### src/pkg/isct_pkg.sv
// Package for the serial clock timing and frame monitor block.
// Holds register offsets, field positions and reset values. It assumes a 32-bit
// classic Wishbone bus with byte addresses.
package isct_pkg;
   ////////////////////////////////////////////////////////////////////////////
   // Register byte offsets
   localparam logic [7:0] ISCT_OFS_CLOCK_CONFIG = 8'h1c;
   localparam logic [7:0] ISCT_OFS_RISE_LIMIT   = 8'h20;
   localparam logic [7:0] ISCT_OFS_FRAME_MON    = 8'h80;
   localparam logic [7:0] ISCT_OFS_PLUS_SPEED   = 8'h90;
   ////////////////////////////////////////////////////////////////////////////
   // Reset values
   localparam logic [31:0] ISCT_RST_CLOCK_CONFIG = 32'h0000_0000;
   localparam logic [31:0] ISCT_RST_RISE_LIMIT   = 32'h0000_0002;
   localparam logic [31:0] ISCT_RST_FRAME_MON    = 32'h0000_0000;
   localparam logic [31:0] ISCT_RST_PLUS_SPEED   = 32'h0000_0000;
   ////////////////////////////////////////////////////////////////////////////
   // Clock configuration, rise limit and plus speed fields
   localparam int ISCT_FAST_BIT  = 15;
   localparam int ISCT_DUTY_BIT  = 14;
   localparam int ISCT_DIV_MSB   = 11;
   localparam int ISCT_DIV_W     = 12;
   localparam int ISCT_RISE_MSB  = 5;
   localparam int ISCT_RISE_W    = 6;
   localparam int ISCT_PLUS_BIT  = 0;
   ////////////////////////////////////////////////////////////////////////////
   // Frame monitor fields
   localparam int ISCT_FLAG_LSB  = 12;
   localparam int ISCT_FLAG_MSB  = 15;
   localparam int ISCT_RXLVL_BIT = 9;
   localparam int ISCT_TXLVL_BIT = 8;
   localparam int ISCT_IEN_LSB   = 4;
   localparam int ISCT_IEN_MSB   = 7;
   localparam int ISCT_TOEN_BIT  = 1;
   localparam int ISCT_SIDE_EN_BIT = 0;
   ////////////////////////////////////////////////////////////////////////////
   // Phase multipliers of the divider value and the phase counter width
   localparam logic [4:0] ISCT_MUL_ONE     = 5'h01;
   localparam logic [4:0] ISCT_MUL_TWO     = 5'h02;
   localparam logic [4:0] ISCT_MUL_NINE    = 5'h09;
   localparam logic [4:0] ISCT_MUL_SIXTEEN = 5'h10;
   localparam int         ISCT_CNT_W       = 17;
endpackage : isct_pkg

### src/logic/isct_edge_sync.sv
// Two-stage synchroniser with edge detection for one asynchronous input.
// Assumes the input is a pin outside the clk_sys domain.
`timescale 1ns/1ps
module isct_edge_sync #(
   parameter int STAGES = 2
) (
   // Clock and reset
   input  wire logic clk_sys,
   input  wire logic sys_rst,
   // Asynchronous input
   input  wire logic async_in,
   // Synchronised outputs
   output logic      level,
   output logic      rise,
   output logic      fall
);
   ////////////////////////////////////////////////////////////////////////////
   typedef struct packed {
      logic [STAGES-1:0] chain;
      logic              last;
      logic              rise;
      logic              fall;
   } isct_sync_t;

   isct_sync_t s_q;
   isct_sync_t s_d;

   if (STAGES < 2) begin : g_bad
      $error("isct_edge_sync needs at least two stages");
   end

   ////////////////////////////////////////////////////////////////////////////
   // Only the last stage feeds the edge logic; the first is never looked at
   always_comb begin
      s_d       = s_q;
      s_d.chain = {s_q.chain[STAGES-2:0], async_in};
      s_d.last  = s_q.chain[STAGES-1];
      s_d.rise  = s_q.chain[STAGES-1] & ~s_q.last;
      s_d.fall  = ~s_q.chain[STAGES-1] & s_q.last;
   end

   always_ff @(posedge clk_sys or posedge sys_rst) begin
      if (sys_rst) begin
         s_q <= '0;
      end else begin
         s_q <= s_d;
      end
   end

   assign level = s_q.last;
   assign rise  = s_q.rise;
   assign fall  = s_q.fall;
endmodule : isct_edge_sync

### src/logic/isct_top.sv
// Serial clock timing configuration, clock generator and frame monitor.
// Assumes a classic Wishbone master on clk_sys and frame/clock pins that are
// asynchronous to clk_sys; the protocol core drives scl_run on clk_sys.
`timescale 1ns/1ps
module isct_top (
   // Clock and reset
   input  wire logic        clk_sys,
   input  wire logic        sys_rst,
   // Wishbone slave
   input  wire logic        wb_cyc_i,
   input  wire logic        wb_stb_i,
   input  wire logic        wb_we_i,
   input  wire logic [7:0]  wb_adr_i,
   input  wire logic [3:0]  wb_sel_i,
   input  wire logic [31:0] wb_dat_i,
   output logic      [31:0] wb_dat_o,
   output logic             wb_ack_o,
   // Interrupt
   output logic             irq,
   // Protocol core request for clock generation
   input  wire logic        scl_run,
   // Serial clock pin, open drain
   input  wire logic        scl_i,
   output logic             scl_o,
   output logic             scl_oe,
   // Side interface frame pins
   input  wire logic        rx_frame,
   input  wire logic        tx_frame,
   // Side interface controls for the core
   output logic             side_interface_en,
   output logic             side_timeout_en,
   output logic             plus_speed_en,
   output logic [5:0]       max_rise_count
);
   import isct_pkg::*;

   ////////////////////////////////////////////////////////////////////////////
   // Elaboration checks
   // The phase counter must hold sixteen times the widest divider
   if (ISCT_CNT_W < ISCT_DIV_W + 4) begin : g_bad_cnt
      $error("isct_top phase counter too narrow for the divider");
   end
   if (ISCT_DIV_MSB != ISCT_DIV_W - 1 || ISCT_RISE_MSB != ISCT_RISE_W - 1) begin : g_bad_field
      $error("isct_top field limits disagree with field widths");
   end
   if (ISCT_RISE_W != $bits(max_rise_count)) begin : g_bad_rise
      $error("isct_top rise field does not fit its port");
   end

   ////////////////////////////////////////////////////////////////////////////
   // State
   typedef struct packed {
      logic [31:0]            dat;
      logic                   ack;
      logic                   irq;
      logic                   fast;
      logic                   duty;
      logic [ISCT_DIV_W-1:0]  div;
      logic [ISCT_RISE_W-1:0] rise;
      logic [3:0]             flags;
      logic [3:0]             ien;
      logic                   toen;
      logic                   side_en;
      logic                   plus;
      logic                   high;
      logic [ISCT_CNT_W-1:0]  cnt;
      logic                   scl_rel;
   } isct_state_t;

   isct_state_t st_q;
   isct_state_t st_d;

   ////////////////////////////////////////////////////////////////////////////
   // Pin synchronisers
   logic rx_lvl;
   logic rx_rise;
   logic rx_fall;
   logic tx_lvl;
   logic tx_rise;
   logic tx_fall;
   logic scl_lvl;

   isct_edge_sync #(.STAGES(2)) u_rx_sync (
      .clk_sys  (clk_sys),
      .sys_rst  (sys_rst),
      .async_in (rx_frame),
      .level    (rx_lvl),
      .rise     (rx_rise),
      .fall     (rx_fall)
   );

   isct_edge_sync #(.STAGES(2)) u_tx_sync (
      .clk_sys  (clk_sys),
      .sys_rst  (sys_rst),
      .async_in (tx_frame),
      .level    (tx_lvl),
      .rise     (tx_rise),
      .fall     (tx_fall)
   );

   isct_edge_sync #(.STAGES(2)) u_scl_sync (
      .clk_sys  (clk_sys),
      .sys_rst  (sys_rst),
      .async_in (scl_i),
      .level    (scl_lvl),
      .rise     (),
      .fall     ()
   );

   ////////////////////////////////////////////////////////////////////////////
   // Byte lane merge, so half-word and word writes both land
   function automatic logic [31:0] isct_merge(
      input logic [31:0] old_v,
      input logic [31:0] new_v,
      input logic [3:0]  sel
   );
      logic [31:0] res;
      res = old_v;
      for (int i = 0; i < 4; i++) begin
         if (sel[i]) begin
            res[i*8 +: 8] = new_v[i*8 +: 8];
         end
      end
      return res;
   endfunction : isct_merge

   ////////////////////////////////////////////////////////////////////////////
   // Register images
   logic [31:0] clk_img;
   logic [31:0] rise_img;
   logic [31:0] mon_img;
   logic [31:0] plus_img;

   always_comb begin
      clk_img = '0;
      clk_img[ISCT_FAST_BIT]     = st_q.fast;
      clk_img[ISCT_DUTY_BIT]     = st_q.duty;
      clk_img[ISCT_DIV_MSB:0]    = st_q.div;
      rise_img = '0;
      rise_img[ISCT_RISE_MSB:0]  = st_q.rise;
      mon_img = '0;
      mon_img[ISCT_FLAG_MSB:ISCT_FLAG_LSB] = st_q.flags;
      mon_img[ISCT_RXLVL_BIT]    = rx_lvl;
      mon_img[ISCT_TXLVL_BIT]    = tx_lvl;
      mon_img[ISCT_IEN_MSB:ISCT_IEN_LSB] = st_q.ien;
      mon_img[ISCT_TOEN_BIT]     = st_q.toen;
      mon_img[ISCT_SIDE_EN_BIT]  = st_q.side_en;
      plus_img = '0;
      plus_img[ISCT_PLUS_BIT]    = st_q.plus;
   end

   ////////////////////////////////////////////////////////////////////////////
   // Write images: clock, rise and plus speed registers after a byte lane merge of the bus data
   logic [31:0] clk_wimg;
   logic [31:0] rise_wimg;
   logic [31:0] plus_wimg;

   always_comb begin
      clk_wimg  = isct_merge(clk_img, wb_dat_i, wb_sel_i);
      rise_wimg = isct_merge(rise_img, wb_dat_i, wb_sel_i);
      plus_wimg = isct_merge(plus_img, wb_dat_i, wb_sel_i);
   end

   ////////////////////////////////////////////////////////////////////////////
   // Phase lengths in clk_sys periods
   logic                  fast_timing;
   logic [4:0]            mul_high;
   logic [4:0]            mul_low;
   logic [ISCT_CNT_W-1:0] len_high;
   logic [ISCT_CNT_W-1:0] len_low;

   always_comb begin
      // Plus speed uses the fast timing formulas too
      fast_timing = st_q.fast | st_q.plus;
      mul_high    = ISCT_MUL_ONE;
      mul_low     = ISCT_MUL_ONE;
      if (fast_timing && st_q.duty) begin
         mul_high = ISCT_MUL_NINE;
         mul_low  = ISCT_MUL_SIXTEEN;
      end else if (fast_timing) begin
         mul_low  = ISCT_MUL_TWO;
      end
      len_high = ISCT_CNT_W'(st_q.div) * ISCT_CNT_W'(mul_high);
      len_low  = ISCT_CNT_W'(st_q.div) * ISCT_CNT_W'(mul_low);
   end

   ////////////////////////////////////////////////////////////////////////////
   // Bus decode and next state
   logic        req;
   logic        wr;
   logic [31:0] rdata;
   logic [3:0]  edges;
   logic [3:0]  keep;

   always_comb begin
      st_d  = st_q;
      req   = wb_cyc_i & wb_stb_i & ~st_q.ack;
      wr    = req & wb_we_i;
      rdata = '0;
      keep  = 4'hf;

      // Address decode; unmapped offsets read zero and ignore writes
      if (wb_adr_i == ISCT_OFS_CLOCK_CONFIG) begin
         rdata = clk_img;
      end else if (wb_adr_i == ISCT_OFS_RISE_LIMIT) begin
         rdata = rise_img;
      end else if (wb_adr_i == ISCT_OFS_FRAME_MON) begin
         rdata = mon_img;
      end else if (wb_adr_i == ISCT_OFS_PLUS_SPEED) begin
         rdata = plus_img;
      end

      // Answer one cycle after the request, then drop for one cycle
      st_d.ack = req;
      st_d.dat = req ? rdata : '0;

      if (wr && wb_adr_i == ISCT_OFS_CLOCK_CONFIG) begin
         st_d.fast  = clk_wimg[ISCT_FAST_BIT];
         st_d.duty  = clk_wimg[ISCT_DUTY_BIT];
         st_d.div   = clk_wimg[ISCT_DIV_MSB:0];
      end else if (wr && wb_adr_i == ISCT_OFS_RISE_LIMIT) begin
         st_d.rise  = rise_wimg[ISCT_RISE_MSB:0];
      end else if (wr && wb_adr_i == ISCT_OFS_FRAME_MON) begin
         if (wb_sel_i[1]) begin
            keep = wb_dat_i[ISCT_FLAG_MSB:ISCT_FLAG_LSB];
         end
         if (wb_sel_i[0]) begin
            st_d.ien     = wb_dat_i[ISCT_IEN_MSB:ISCT_IEN_LSB];
            st_d.toen    = wb_dat_i[ISCT_TOEN_BIT];
            st_d.side_en = wb_dat_i[ISCT_SIDE_EN_BIT];
         end
      end else if (wr && wb_adr_i == ISCT_OFS_PLUS_SPEED) begin
         st_d.plus  = plus_wimg[ISCT_PLUS_BIT];
      end

      // Edges count only while the side interface is on; a new edge beats a clear
      edges = {rx_rise, rx_fall, tx_rise, tx_fall} & {4{st_q.side_en}};
      st_d.flags = (st_q.flags & keep) | edges;

      // Level interrupt, registered in the same cycle as the flags
      st_d.irq = |(st_d.flags & st_d.ien);

      // Clock generator; a zero divider leaves SCL released
      if (!scl_run || st_q.div == '0) begin
         st_d.scl_rel = 1'b1;
         st_d.high    = 1'b1;
         st_d.cnt     = '0;
      end else if (st_q.high) begin
         // High time starts once the pin is really high, so stretching is honoured
         // Trade-off: the pin stays high three cycles beyond the count, the synchroniser lag
         if (scl_lvl) begin
            if (st_q.cnt >= len_high - 1'b1) begin
               st_d.high    = 1'b0;
               st_d.scl_rel = 1'b0;
               st_d.cnt     = '0;
            end else begin
               st_d.cnt = st_q.cnt + 1'b1;
            end
         end
      end else begin
         if (st_q.cnt >= len_low - 1'b1) begin
            st_d.high    = 1'b1;
            st_d.scl_rel = 1'b1;
            st_d.cnt     = '0;
         end else begin
            st_d.cnt = st_q.cnt + 1'b1;
         end
      end
   end

   ////////////////////////////////////////////////////////////////////////////
   // State register
   always_ff @(posedge clk_sys or posedge sys_rst) begin
      if (sys_rst) begin
         st_q         <= '0;
         st_q.fast    <= ISCT_RST_CLOCK_CONFIG[ISCT_FAST_BIT];
         st_q.duty    <= ISCT_RST_CLOCK_CONFIG[ISCT_DUTY_BIT];
         st_q.div     <= ISCT_RST_CLOCK_CONFIG[ISCT_DIV_MSB:0];
         st_q.rise    <= ISCT_RST_RISE_LIMIT[ISCT_RISE_MSB:0];
         st_q.flags   <= ISCT_RST_FRAME_MON[ISCT_FLAG_MSB:ISCT_FLAG_LSB];
         st_q.ien     <= ISCT_RST_FRAME_MON[ISCT_IEN_MSB:ISCT_IEN_LSB];
         st_q.toen    <= ISCT_RST_FRAME_MON[ISCT_TOEN_BIT];
         st_q.side_en <= ISCT_RST_FRAME_MON[ISCT_SIDE_EN_BIT];
         st_q.plus    <= ISCT_RST_PLUS_SPEED[ISCT_PLUS_BIT];
         st_q.high    <= 1'b1;
         st_q.scl_rel <= 1'b1;
      end else begin
         st_q <= st_d;
      end
   end

   ////////////////////////////////////////////////////////////////////////////
   // Outputs, all from the state register except scl_o, which is tied low
   assign wb_dat_o          = st_q.dat;
   assign wb_ack_o          = st_q.ack;
   assign irq               = st_q.irq;
   assign scl_o             = 1'b0;
   assign scl_oe            = ~st_q.scl_rel;
   assign side_interface_en = st_q.side_en;
   assign side_timeout_en   = st_q.toen;
   assign plus_speed_en     = st_q.plus;
   assign max_rise_count    = st_q.rise;
endmodule : isct_top

### config.mk
export PLATFORM = sky130hd
export DESIGN_NAME = isct_top
export DESIGN_NICKNAME = d
export VERILOG_FILES = /design/src/pkg/isct_pkg.sv /design/src/logic/isct_edge_sync.sv /design/src/logic/isct_top.sv
export SDC_FILE = /design/constraint.sdc
export NUM_CORES = 1
export LEC_CHECK = 0
export ABC_AREA = 1
export BUFFER_PORTS_ARGS = -buffer_cell sky130_fd_sc_hd__buf_2
export CAP_MARGIN = 15
export CORE_ASPECT_RATIO = 0.6
export CORE_UTILIZATION = 25
export CTS_BUF_LIST = sky130_fd_sc_hd__clkbuf_8
export CTS_CLUSTER_DIAMETER = 200
export DETAILED_ROUTE_END_ITERATION = 16
export HOLD_SLACK_MARGIN = 0.1
export PLACE_DENSITY = 0.39
export SKIP_LAST_GASP = 1
export SLEW_MARGIN = 0
export SYNTH_ARGS = -nofsm -noshare
export SYNTH_HDL_FRONTEND = slang
export SYNTH_HIERARCHICAL = 1
export SYNTH_SLANG_ARGS = --single-unit
### constraint.sdc
create_clock -name clk_sys -period 7.59 [get_ports clk_sys]
set_input_delay 1.518 -clock clk_sys [delete_from_list [all_inputs] [get_ports clk_sys]]
set_output_delay 1.518 -clock clk_sys [all_outputs]
set_load 0.02 [all_outputs]
==> results of run 1 <==
sequential cells by signal, summed over array words and instances (netlist names):
signal / count
max_rise_count: 6
clk_img: 14
u_scl_sync/s_d: 2
u_tx_sync/s_d: 2
u_rx_sync/fall: 1
u_scl_sync/level: 1
wb_dat_o: 16
st_q: 19
wb_ack_o: 1
u_tx_sync/level: 1
u_rx_sync/level: 1
irq: 1
u_rx_sync/s_d: 2
side_interface_en: 1
u_tx_sync/fall: 1
side_timeout_en: 1
u_rx_sync/rise: 1
u_tx_sync/rise: 1
mon_img: 8
plus_speed_en: 1
critical path, stage by stage, from the launching register on:
cell	delay, ns
dfrtp_1	0.52
nor2_1	0.11
inv_1	0.42
nand2_1	0.51
nor2_1	0.22
ha_1	0.27
fa_1	0.48
inv_1	0.06
fa_1	0.54
inv_1	0.04
ha_1	0.38
nand2_1	0.17
o31ai_1	0.56
nand3_1	0.22
nand3_1	0.14
nand2_1	0.07
ha_1	0.34
nand2_1	0.10
nor2_2	0.14
nand2_1	0.10
clkinv_1	0.09
nand4_1	0.14
nand4_2	0.17
nor2_4	0.05
nor2_4	0.46
nor2_1	0.11
final timing paths:
path	from	end	slack, ns	cells past startpoint
max	plus_speed_en	st_q[15]	1.04	25
min	u_tx_sync/s_d[4]	u_tx_sync/s_d[2]	0.35	0
max reg2reg	plus_speed_en	st_q[15]	1.04	25
min reg2reg	u_tx_sync/s_d[4]	u_tx_sync/s_d[2]	0.35	0
max in group asynchronous	sys_rst	wb_dat_o[3]	5.51	3
min in group asynchronous	sys_rst	wb_dat_o[10]	0.98	2
metal layers:
| layer | up-vias | wire (um) | part of all wire [%] |
|---|---|---|---|
| met5 | - | 0 | 0 |
| met4 | 0 | 145 | 0.68 |
| met3 | 9 | 830 | 3.9 |
| met2 | 102 | 6850 | 32 |
| met1 | 2855 | 13500 | 63 |
| li1 | 3162 | - | - |
layout make-up:
type | count | area (um^2) | share of cell area (%)
timing repair buffer | 64 | 325 | 3.85
multi-input combinational | 700 | 4680 | 55.5
clock buffer | 9 | 124 | 1.47
inverter | 182 | 683 | 8.09
sequential | 81 | 2030 | 24.1
tap | 408 | 510 | 6.05
clock inverter | 7 | 85.1 | 1.01
cell usage in the layout (no fill, tap or decap), drive strengths merged, types with 2 or more instances in the layout:
master	count
fa	28
o31ai	3
xnor2	17
a21oi	51
nor2	123
xor2	18
o21bai	3
o221ai	3
clkinv	6
conb	17
o21a	3
inv	182
o21ai	41
o211ai	2
nand3	32
nand4	11
a211oi	6
nand2	225
ha	94
dfstp	3
a21o	7
clkbuf	9
buf	64
dfrtp	78
nor3	12
stage by stage:
stage / utilization (%) / std cells / area (um^2)
floorplan: - / 1012 / 7770
global placement: 27.3 / 1435 / 8230
detailed placement: 27.3 / 1435 / 8230
CTS: 28.0 / 1451 / 8440
global route: 28.0 / 1451 / 8440
finish: 28.0 / 1451 / 8440
report_power, final:
group	internal, mW	total, mW	leakage [nW]	switching [mW]
registers	0.439	0.445	1.02	0.00635
logic	0.0551	0.165	3.34	0.110
clock network	0.159	0.366	0.107	0.206
==> results.json, run 1 <==
{
  "p_total_uw": 976,
  "syn_inst": 996,
  "cts_root_buf": "clkbuf_8",
  "relSlewSlack_pct": 38.2,
  "coreArea_mm2": 0.0302,
  "wl_um": 21300,
  "grt_overflow": 0,
  "grt_pass1_vias": 5658,
  "grt_use_total_pct": 14.1,
  "cts-resized-gates": 0,
  "crit_path_end_kind": "register",
  "period_share_pct": 86.2,
  "clk_pin_slew_ns": 0.10,
  "clk_latency_ns": 0.42,
  "area_growth_pct": 9.42,
  "tritoncts": "done",
  "status": "complete, no violations",
  "whs_ns": 0.355,
  "drive_gt1_share_pct": 15.1,
  "grt_setup_unrepaired": "false",
  "ir_worst_vdd_mv": 0.0862,
  "port_buffers": 62,
  "met2_usage_pct": 15.3,
  "max_freq_mhz": 153,
  "h-tree-depth": 3,
  "gp_congestion": 0.774,
  "postCtsSetupBuffers": 0,
  "syn_area_per_cell_um2": 7.75,
  "grt_util_met1_pct": 25.2,
  "rows": 49,
  "drv_cap": 0,
  "finalHoldViolations": 0,
  "worst_pin_slew_ns": 0.927,
  "grt_max_degree": 66,
  "use_met3_pct": 3.01,
  "cp_max_fo": 16,
  "worst_setup_path_start_kind": "register",
  "hpwl_um": 17800,
  "finalSetupTns_ns": 0,
  "synth_area_mm2": 0.00771,
  "cts_buffers": 9,
  "ios": 98,
  "die_area_mm2": 0.0316,
  "routed_via_density": 4.22,
  "fillers": 3354,
  "antenna_found_initial": 0,
  "die_h_um": 138,
  "crit_type": "reg -> reg",
  "final_nets": 1213,
  "initial_core_util_pct": 25.6,
  "arrival_ns": 6.84,
  "diodes": 0,
  "die_w_um": 229,
  "drc": 0,
  "firstDrtPassIters": 5,
  "leakage_nw": 4.47,
  "busiest_layer": "met1",
  "slew_viol_final": 0,
  "cts_sinks": 81,
  "clock_skew_ns": 0.00958,
  "grt_pass1_wl_um": 33600,
  "p_per_area_mw_per_mm2": 116,
  "crit_required_ns": 7.88,
  "ant_nets": 0,
  "setup_viol": 0,
  "hold_class": "reg -> reg",
  "dp_slack_ns": 1.21,
  "period_minus_slack_ns": 6.55,
  "vias": 6128,
  "routedWlPerCell_um": 14.7,
  "holdBufCountCts": 0,
  "yosys_warnings": 6,
  "setup_ws_ns": 1.04,
  "clk_path_buf_depth": 2,
  "drtIter0Drc": 374
}
(Power assumes the default switching activity.)
==> run 2: changes to the inputs <==
--- a/config.mk
+++ b/config.mk
@@ -14,7 +14,7 @@
 export CTS_CLUSTER_DIAMETER = 200
 export DETAILED_ROUTE_END_ITERATION = 16
 export HOLD_SLACK_MARGIN = 0.1
-export PLACE_DENSITY = 0.39
+export PLACE_DENSITY = 0.41
 export SKIP_LAST_GASP = 1
 export SLEW_MARGIN = 0
 export SYNTH_ARGS = -nofsm -noshare
==> constraint.sdc (replaced) <==
create_clock -name clk_sys -period 6.1 [get_ports clk_sys]
set_input_delay 1.22 -clock clk_sys [delete_from_list [all_inputs] [get_ports clk_sys]]
set_output_delay 1.22 -clock clk_sys [all_outputs]
set_load 0.02 [all_outputs]
==> run 2 against run 1 <==
Net effect:
- utilization grew 0.58 points
- non-clock buffer count grew 22
- sequential share of layout area decreased by 0.49 points
- total power up 25%
- maximum frequency up 18%
- register-to-register slack worse by 0.49 ns
- wire length increased by 0.52%
- via count rose by 1.7%
- die area did not move
- combinational power grew 28%
- largest cell class unchanged
- largest power group unchanged
- highest routed layer unchanged
==> results.json, run 2 (synthesis gave the netlist of run 1 again) <==
{
  "status": "complete, no violations",
  "crit_type": "reg -> reg",
  "crit_path_end_kind": "register",
  "die_h_um": 138,
  "cts_root_buf": "clkbuf_8",
  "worst_setup_path_start_kind": "register",
  "leakage_nw": 4.57,
  "crit_required_ns": 6.45,
  "arrival_ns": 5.89,
  "period_share_pct": 91.0,
  "grt_max_degree": 69,
  "dp_slack_ns": 0.471,
  "ios": 98,
  "utilization_pct": 28.6,
  "p_total_mw": 1.22,
  "path_buf_inv": 9,
  "cp-startpoint": "plus_speed_en",
  "hpwl_um": 17800,
  "slew_viol_final": 0,
  "final_cell_mix": "215 x nand2_1, 169 x inv_1, 99 x nor2_1, 94 x ha_1, 78 x dfrtp_1",
  "wl_um": 21500,
  "cts_buffers": 9,
  "die_area_mm2": 0.0316,
  "clk_pin_slew_ns": 0.10,
  "drtIter0Drc": 411,
  "grt_pass1_vias": 5659,
  "hold_class": "reg -> reg",
  "vias": 6233,
  "drive_gt1_share_pct": 17.0,
  "p_per_area_mw_per_mm2": 141,
  "grt_pass1_wl_um": 33600,
  "clock_skew_ns": 0.0138,
  "clk_latency_ns": 0.42,
  "top_register": "st_q",
  "ir_worst_vdd_mv": 0.0867,
  "ant_nets": 0,
  "largest_register_ffs": 19,
  "placedInstanceArea_mm2": 0.00841,
  "port_buffers": 62,
  "relSlewSlack_pct": 34.6,
  "finalHoldViolations": 0,
  "grt_use_total_pct": 14.0,
  "diodes": 0,
  "tritoncts": "done",
  "finalSetupTns_ns": 0,
  "coreArea_mm2": 0.0302,
  "die_w_um": 229,
  "drc": 0,
  "r2r-start": "plus_speed_en",
  "cp_common_cell": "inv_1",
  "hp-start": "u_scl_sync/s_d[2]",
  "drv_cap": 0,
  "period_minus_slack_ns": 5.55,
  "grt_overflow": 0,
  "clk_path_buf_depth": 2,
  "area_growth_pct": 11.7,
  "rows": 49,
  "holdBufCountCts": 0,
  "antenna_found_initial": 0,
  "cp_max_fo": 16,
  "final_common_cell": "nand2_1",
  "cts_sinks": 81,
  "firstDrtPassIters": 5,
  "r2r_slack_ns": 0.55,
  "slowest_delay_ns": 0.54,
  "critPathSlowestCell": "fa_1",
  "initial_core_util_pct": 25.6,
  "max_freq_mhz": 180,
  "gp_congestion": 0.812,
  "final_nets": 1235,
  "setup_ws_ns": 0.551,
  "routedWlPerCell_um": 14.6,
  "routed_via_density": 4.23,
  "grt_setup_unrepaired": "false",
  "setup_viol": 0,
  "fin_area_mm2": 0.00862,
  "h-tree-depth": 3,
  "crit_family": "adder cells",
  "worst_pin_slew_ns": 0.982
}
-- run 2: power by group --
| group | switching [mW] | internal (mW) | leakage [nW] |
|---|---|---|---|
| registers | 0.00757 | 0.546 | 1.02 |
| logic | 0.139 | 0.0722 | 3.45 |
| clock network | 0.257 | 0.196 | 0.102 |
-- run 2: stage by stage --
| stage | hold WS (ns) | cells |
|---|---|---|
| after floorplan | 0.331 | 1012 |
| after global placement | 0.334 | 1457 |
| after detailed placement | 0.336 | 1457 |
| after CTS | 0.359 | 1473 |
| after global routing | 0.372 | 1473 |
| final | 0.357 | 1473 |
-- run 2: final timing paths --
check | endpoint | cells after the start
max | st_q[15] | 29
min reg2reg | u_scl_sync/level | 0
min | u_scl_sync/level | 0
min in group asynchronous | u_scl_sync/s_d[2] | 2
max in group asynchronous | wb_dat_o[2] | 3
max reg2reg | st_q[15] | 29
-- run 2: repair_timing --
| item | in CTS | in global routing |
|---|---|---|
| endpoints found under the setup margin | 0 | 16 |
| setup buffers | 0 | 0 |
| gates resized for setup | 0 | 2 |
-- run 2: layout make-up --
class / count / area, um^2
clock buffer: 9 / 124
clock inverter: 7 / 81.3
fill: 3359 / 21500
inverter: 182 / 683
multi-input combinational: 700 / 4690
sequential: 81 / 2030
tap: 408 / 510
timing repair buffer: 86 / 503
-- run 2: metal layers --
metal | share of wire (%) | up-vias | global-route usage (%)
li1 | - | 3207 | -
met1 | 62 | 2906 | 25.4
met2 | 32 | 108 | 15.2
met3 | 4.8 | 12 | 2.62
met4 | 0.88 | 0 | 2.98
met5 | 0 | - | 0
==> run 3: changes to the inputs <==
--- a/config.mk
+++ b/config.mk
@@ -5,7 +5,6 @@
 export SDC_FILE = /design/constraint.sdc
 export NUM_CORES = 1
 export LEC_CHECK = 0
-export ABC_AREA = 1
 export BUFFER_PORTS_ARGS = -buffer_cell sky130_fd_sc_hd__buf_2
 export CAP_MARGIN = 15
 export CORE_ASPECT_RATIO = 0.6
==> constraint.sdc (replaced) <==
create_clock -name clk_sys -period 6 [get_ports clk_sys]
set_input_delay 1.2 -clock clk_sys [delete_from_list [all_inputs] [get_ports clk_sys]]
set_output_delay 1.2 -clock clk_sys [all_outputs]
set_load 0.02 [all_outputs]
==> run 3 against run 2 <==
Net effect:
- critical path depth decreased by 5
- sequential share of layout area increased by 2.1 points
- via count decreased by 15%
- critical path type unchanged
- highest routed layer unchanged
==> results.json, run 3 <==
{
  "h-tree-depth": 3,
  "holdBufCountCts": 0,
  "drv_cap": 0,
  "diodes": 0,
  "clkPwrFrac_pct": 35.6,
  "cts_root_buf": "clkbuf_8",
  "routed_via_density": 4.48,
  "clk_latency_ns": 0.40,
  "initial_core_util_pct": 25.5,
  "p_total_mw": 1.18,
  "power_switching_uw": 386,
  "crit_path_end_kind": "register",
  "firstDrtPassIters": 4,
  "finalSetupTns_ns": 0,
  "syn_inst": 749,
  "tritoncts": "done",
  "ios": 98,
  "die_area_mm2": 0.0289,
  "crit_required_ns": 6.29,
  "die_h_um": 132,
  "clk_pin_slew_ns": 0.10,
  "routedWlPerCell_um": 16.3,
  "synth_area_mm2": 0.00705,
  "final_cell_mix": "94 x ha_1, 92 x inv_1, 78 x dfrtp_1, 62 x buf_2, 51 x nor2_1",
  "critPathSlowestCell": "fa_1",
  "relSlewSlack_pct": 38.4,
  "crit_chain": "buf_4, nor2_1, buf_4, and2_1, ha_1, fa_1, inv_1, fa_1, inv_1, ha_1, a21oi_1, o21ai_0, a21o_1, a31oi_1, xor2_1, ha_1, nand4_1, o21ai_1, o211a_1, a211oi_1, buf_4, a31oi_1, buf_4, o22ai_1",
  "slew_viol_final": 0,
  "drive_gt1_share_pct": 17.9,
  "cp_common_cell": "buf_4",
  "port_buffers": 62,
  "postCtsSetupBuffers": 0,
  "p_sw_share_pct": 32.8,
  "hold_class": "reg -> reg",
  "vias": 5294,
  "wl_um": 19200,
  "period_share_pct": 92.6,
  "coreArea_mm2": 0.0276,
  "p_seq_share_pct": 47.6,
  "worst_setup_path_start_kind": "register",
  "grt_use_total_pct": 14.1,
  "ant_nets": 0,
  "top_register": "st_q",
  "fillers": 2970,
  "largest_register_ffs": 19,
  "yosys_warnings": 6,
  "antenna_found_initial": 0,
  "leakage_nw": 4.06,
  "cts-resized-gates": 0,
  "crit_type": "reg -> reg",
  "grt_setup_unrepaired": "false",
  "setup_viol": 0,
  "syn_area_per_cell_um2": 9.42,
  "arrival_ns": 5.85,
  "gp_congestion": 0.790,
  "status": "complete, no violations",
  "max_freq_mhz": 180,
  "grt_max_degree": 69,
  "drc": 0,
  "hpwl_um": 15800,
  "final_common_cell": "ha_1",
  "die_w_um": 219,
  "cts_sinks": 81,
  "period_minus_slack_ns": 5.56,
  "comb_power_share_pct": 16.8,
  "finalHoldViolations": 0,
  "rows": 47,
  "cp_max_fo": 6,
  "power.internal_uw": 790,
  "clock_skew_ns": 0.0165,
  "final_nets": 984,
  "drtIter0Drc": 290,
  "p_per_area_mw_per_mm2": 149,
  "clk_path_buf_depth": 2,
  "cts_buffers": 9,
  "slowest_delay_ns": 0.54,
  "worst_pin_slew_ns": 0.923,
  "grt_pass1_wl_um": 30600,
  "ir_worst_vdd_mv": 0.0776,
  "grt_pass1_vias": 5134,
  "grt_overflow": 0,
  "area_growth_pct": 12.2
}
## run 3: changes by cell type in the layout (fill, tap and decap cells not counted), moves of 14 or more
cell,change
nand2_1,-166
inv_1,-77
nor2_1,-48
mux2_2,+23
and2_1,+18
o21ai_2,-18
nor2_2,-17
nand3_1,-15
a21oi_1,-14
and3_1,+14
## run 3: critical path: cells and delay by family, from the launching register on
| kind | cells | cell delay (ns) |
|---|---|---|
| flops | 1 | 0.45 |
| compound gates | 9 | 1.56 |
| buf+inv | 6 | 0.78 |
| xor+xnor | 1 | 0.11 |
| fa+ha+maj | 5 | 2.10 |
| simple gates | 3 | 0.43 |
## run 3: final timing paths
check / from / endpoint / slack, ns / cells past startpoint
max in group asynchronous: sys_rst / st_q[16] / 4.28 / 3
worst min register to register: u_scl_sync/s_d[4] / u_scl_sync/s_d[2] / 0.36 / 0
min in group asynchronous: sys_rst / u_scl_sync/level / 0.69 / 2
worst max register to register: clk_img[14] / st_q[2] / 0.44 / 24
worst min-delay path: u_scl_sync/s_d[4] / u_scl_sync/s_d[2] / 0.36 / 0
worst max-delay path: clk_img[14] / st_q[2] / 0.44 / 24
## run 3: final cells by class
cell class                 instances  area (um^2)  share of cell area, %
multi-input combinational        538         4380                   55.3
tap                              367          459                   5.80
inverter                          93          349                   4.41
clock inverter                     7         71.3                  0.901
sequential                        81         2030                   25.7
timing repair buffer              86          503                   6.35
clock buffer                       9          124                   1.56
## run 3: power by group through the flow
stage	logic [mW]	registers, mW	clock network, mW
4_1_cts	0.197	0.560	0.440
2_1_floorplan	0.134	0.569	0
3_5_place_dp	0.195	0.571	0
6_report	0.197	0.560	0.419
3_3_place_gp	0.195	0.571	0
5_1_grt	0.221	0.561	0.460
## run 3: through the flow
step	utilization [%]	setup WS [ns]	std cells	area [um^2]	hold WS (ns)
after global placement	27.9	0.273	1165	7720	0.331
after CTS	28.6	0.321	1181	7910	0.361
after detailed placement	27.9	0.364	1165	7720	0.336
after floorplan	-	0.704	765	7110	0.331
final	28.6	0.441	1181	7920	0.358
after global routing	28.6	0.00109	1181	7920	0.364
## run 3: routing by layer
| metal | GRT usage (%) | up-vias | wire length, um |
|---|---|---|---|
| li1 | - | 2655 | - |
| met1 | 24.6 | 2556 | 11600 |
| met2 | 15.8 | 71 | 6610 |
| met3 | 3.71 | 12 | 873 |
| met4 | 2.55 | 0 | 144 |
| met5 | 0 | - | 0 |
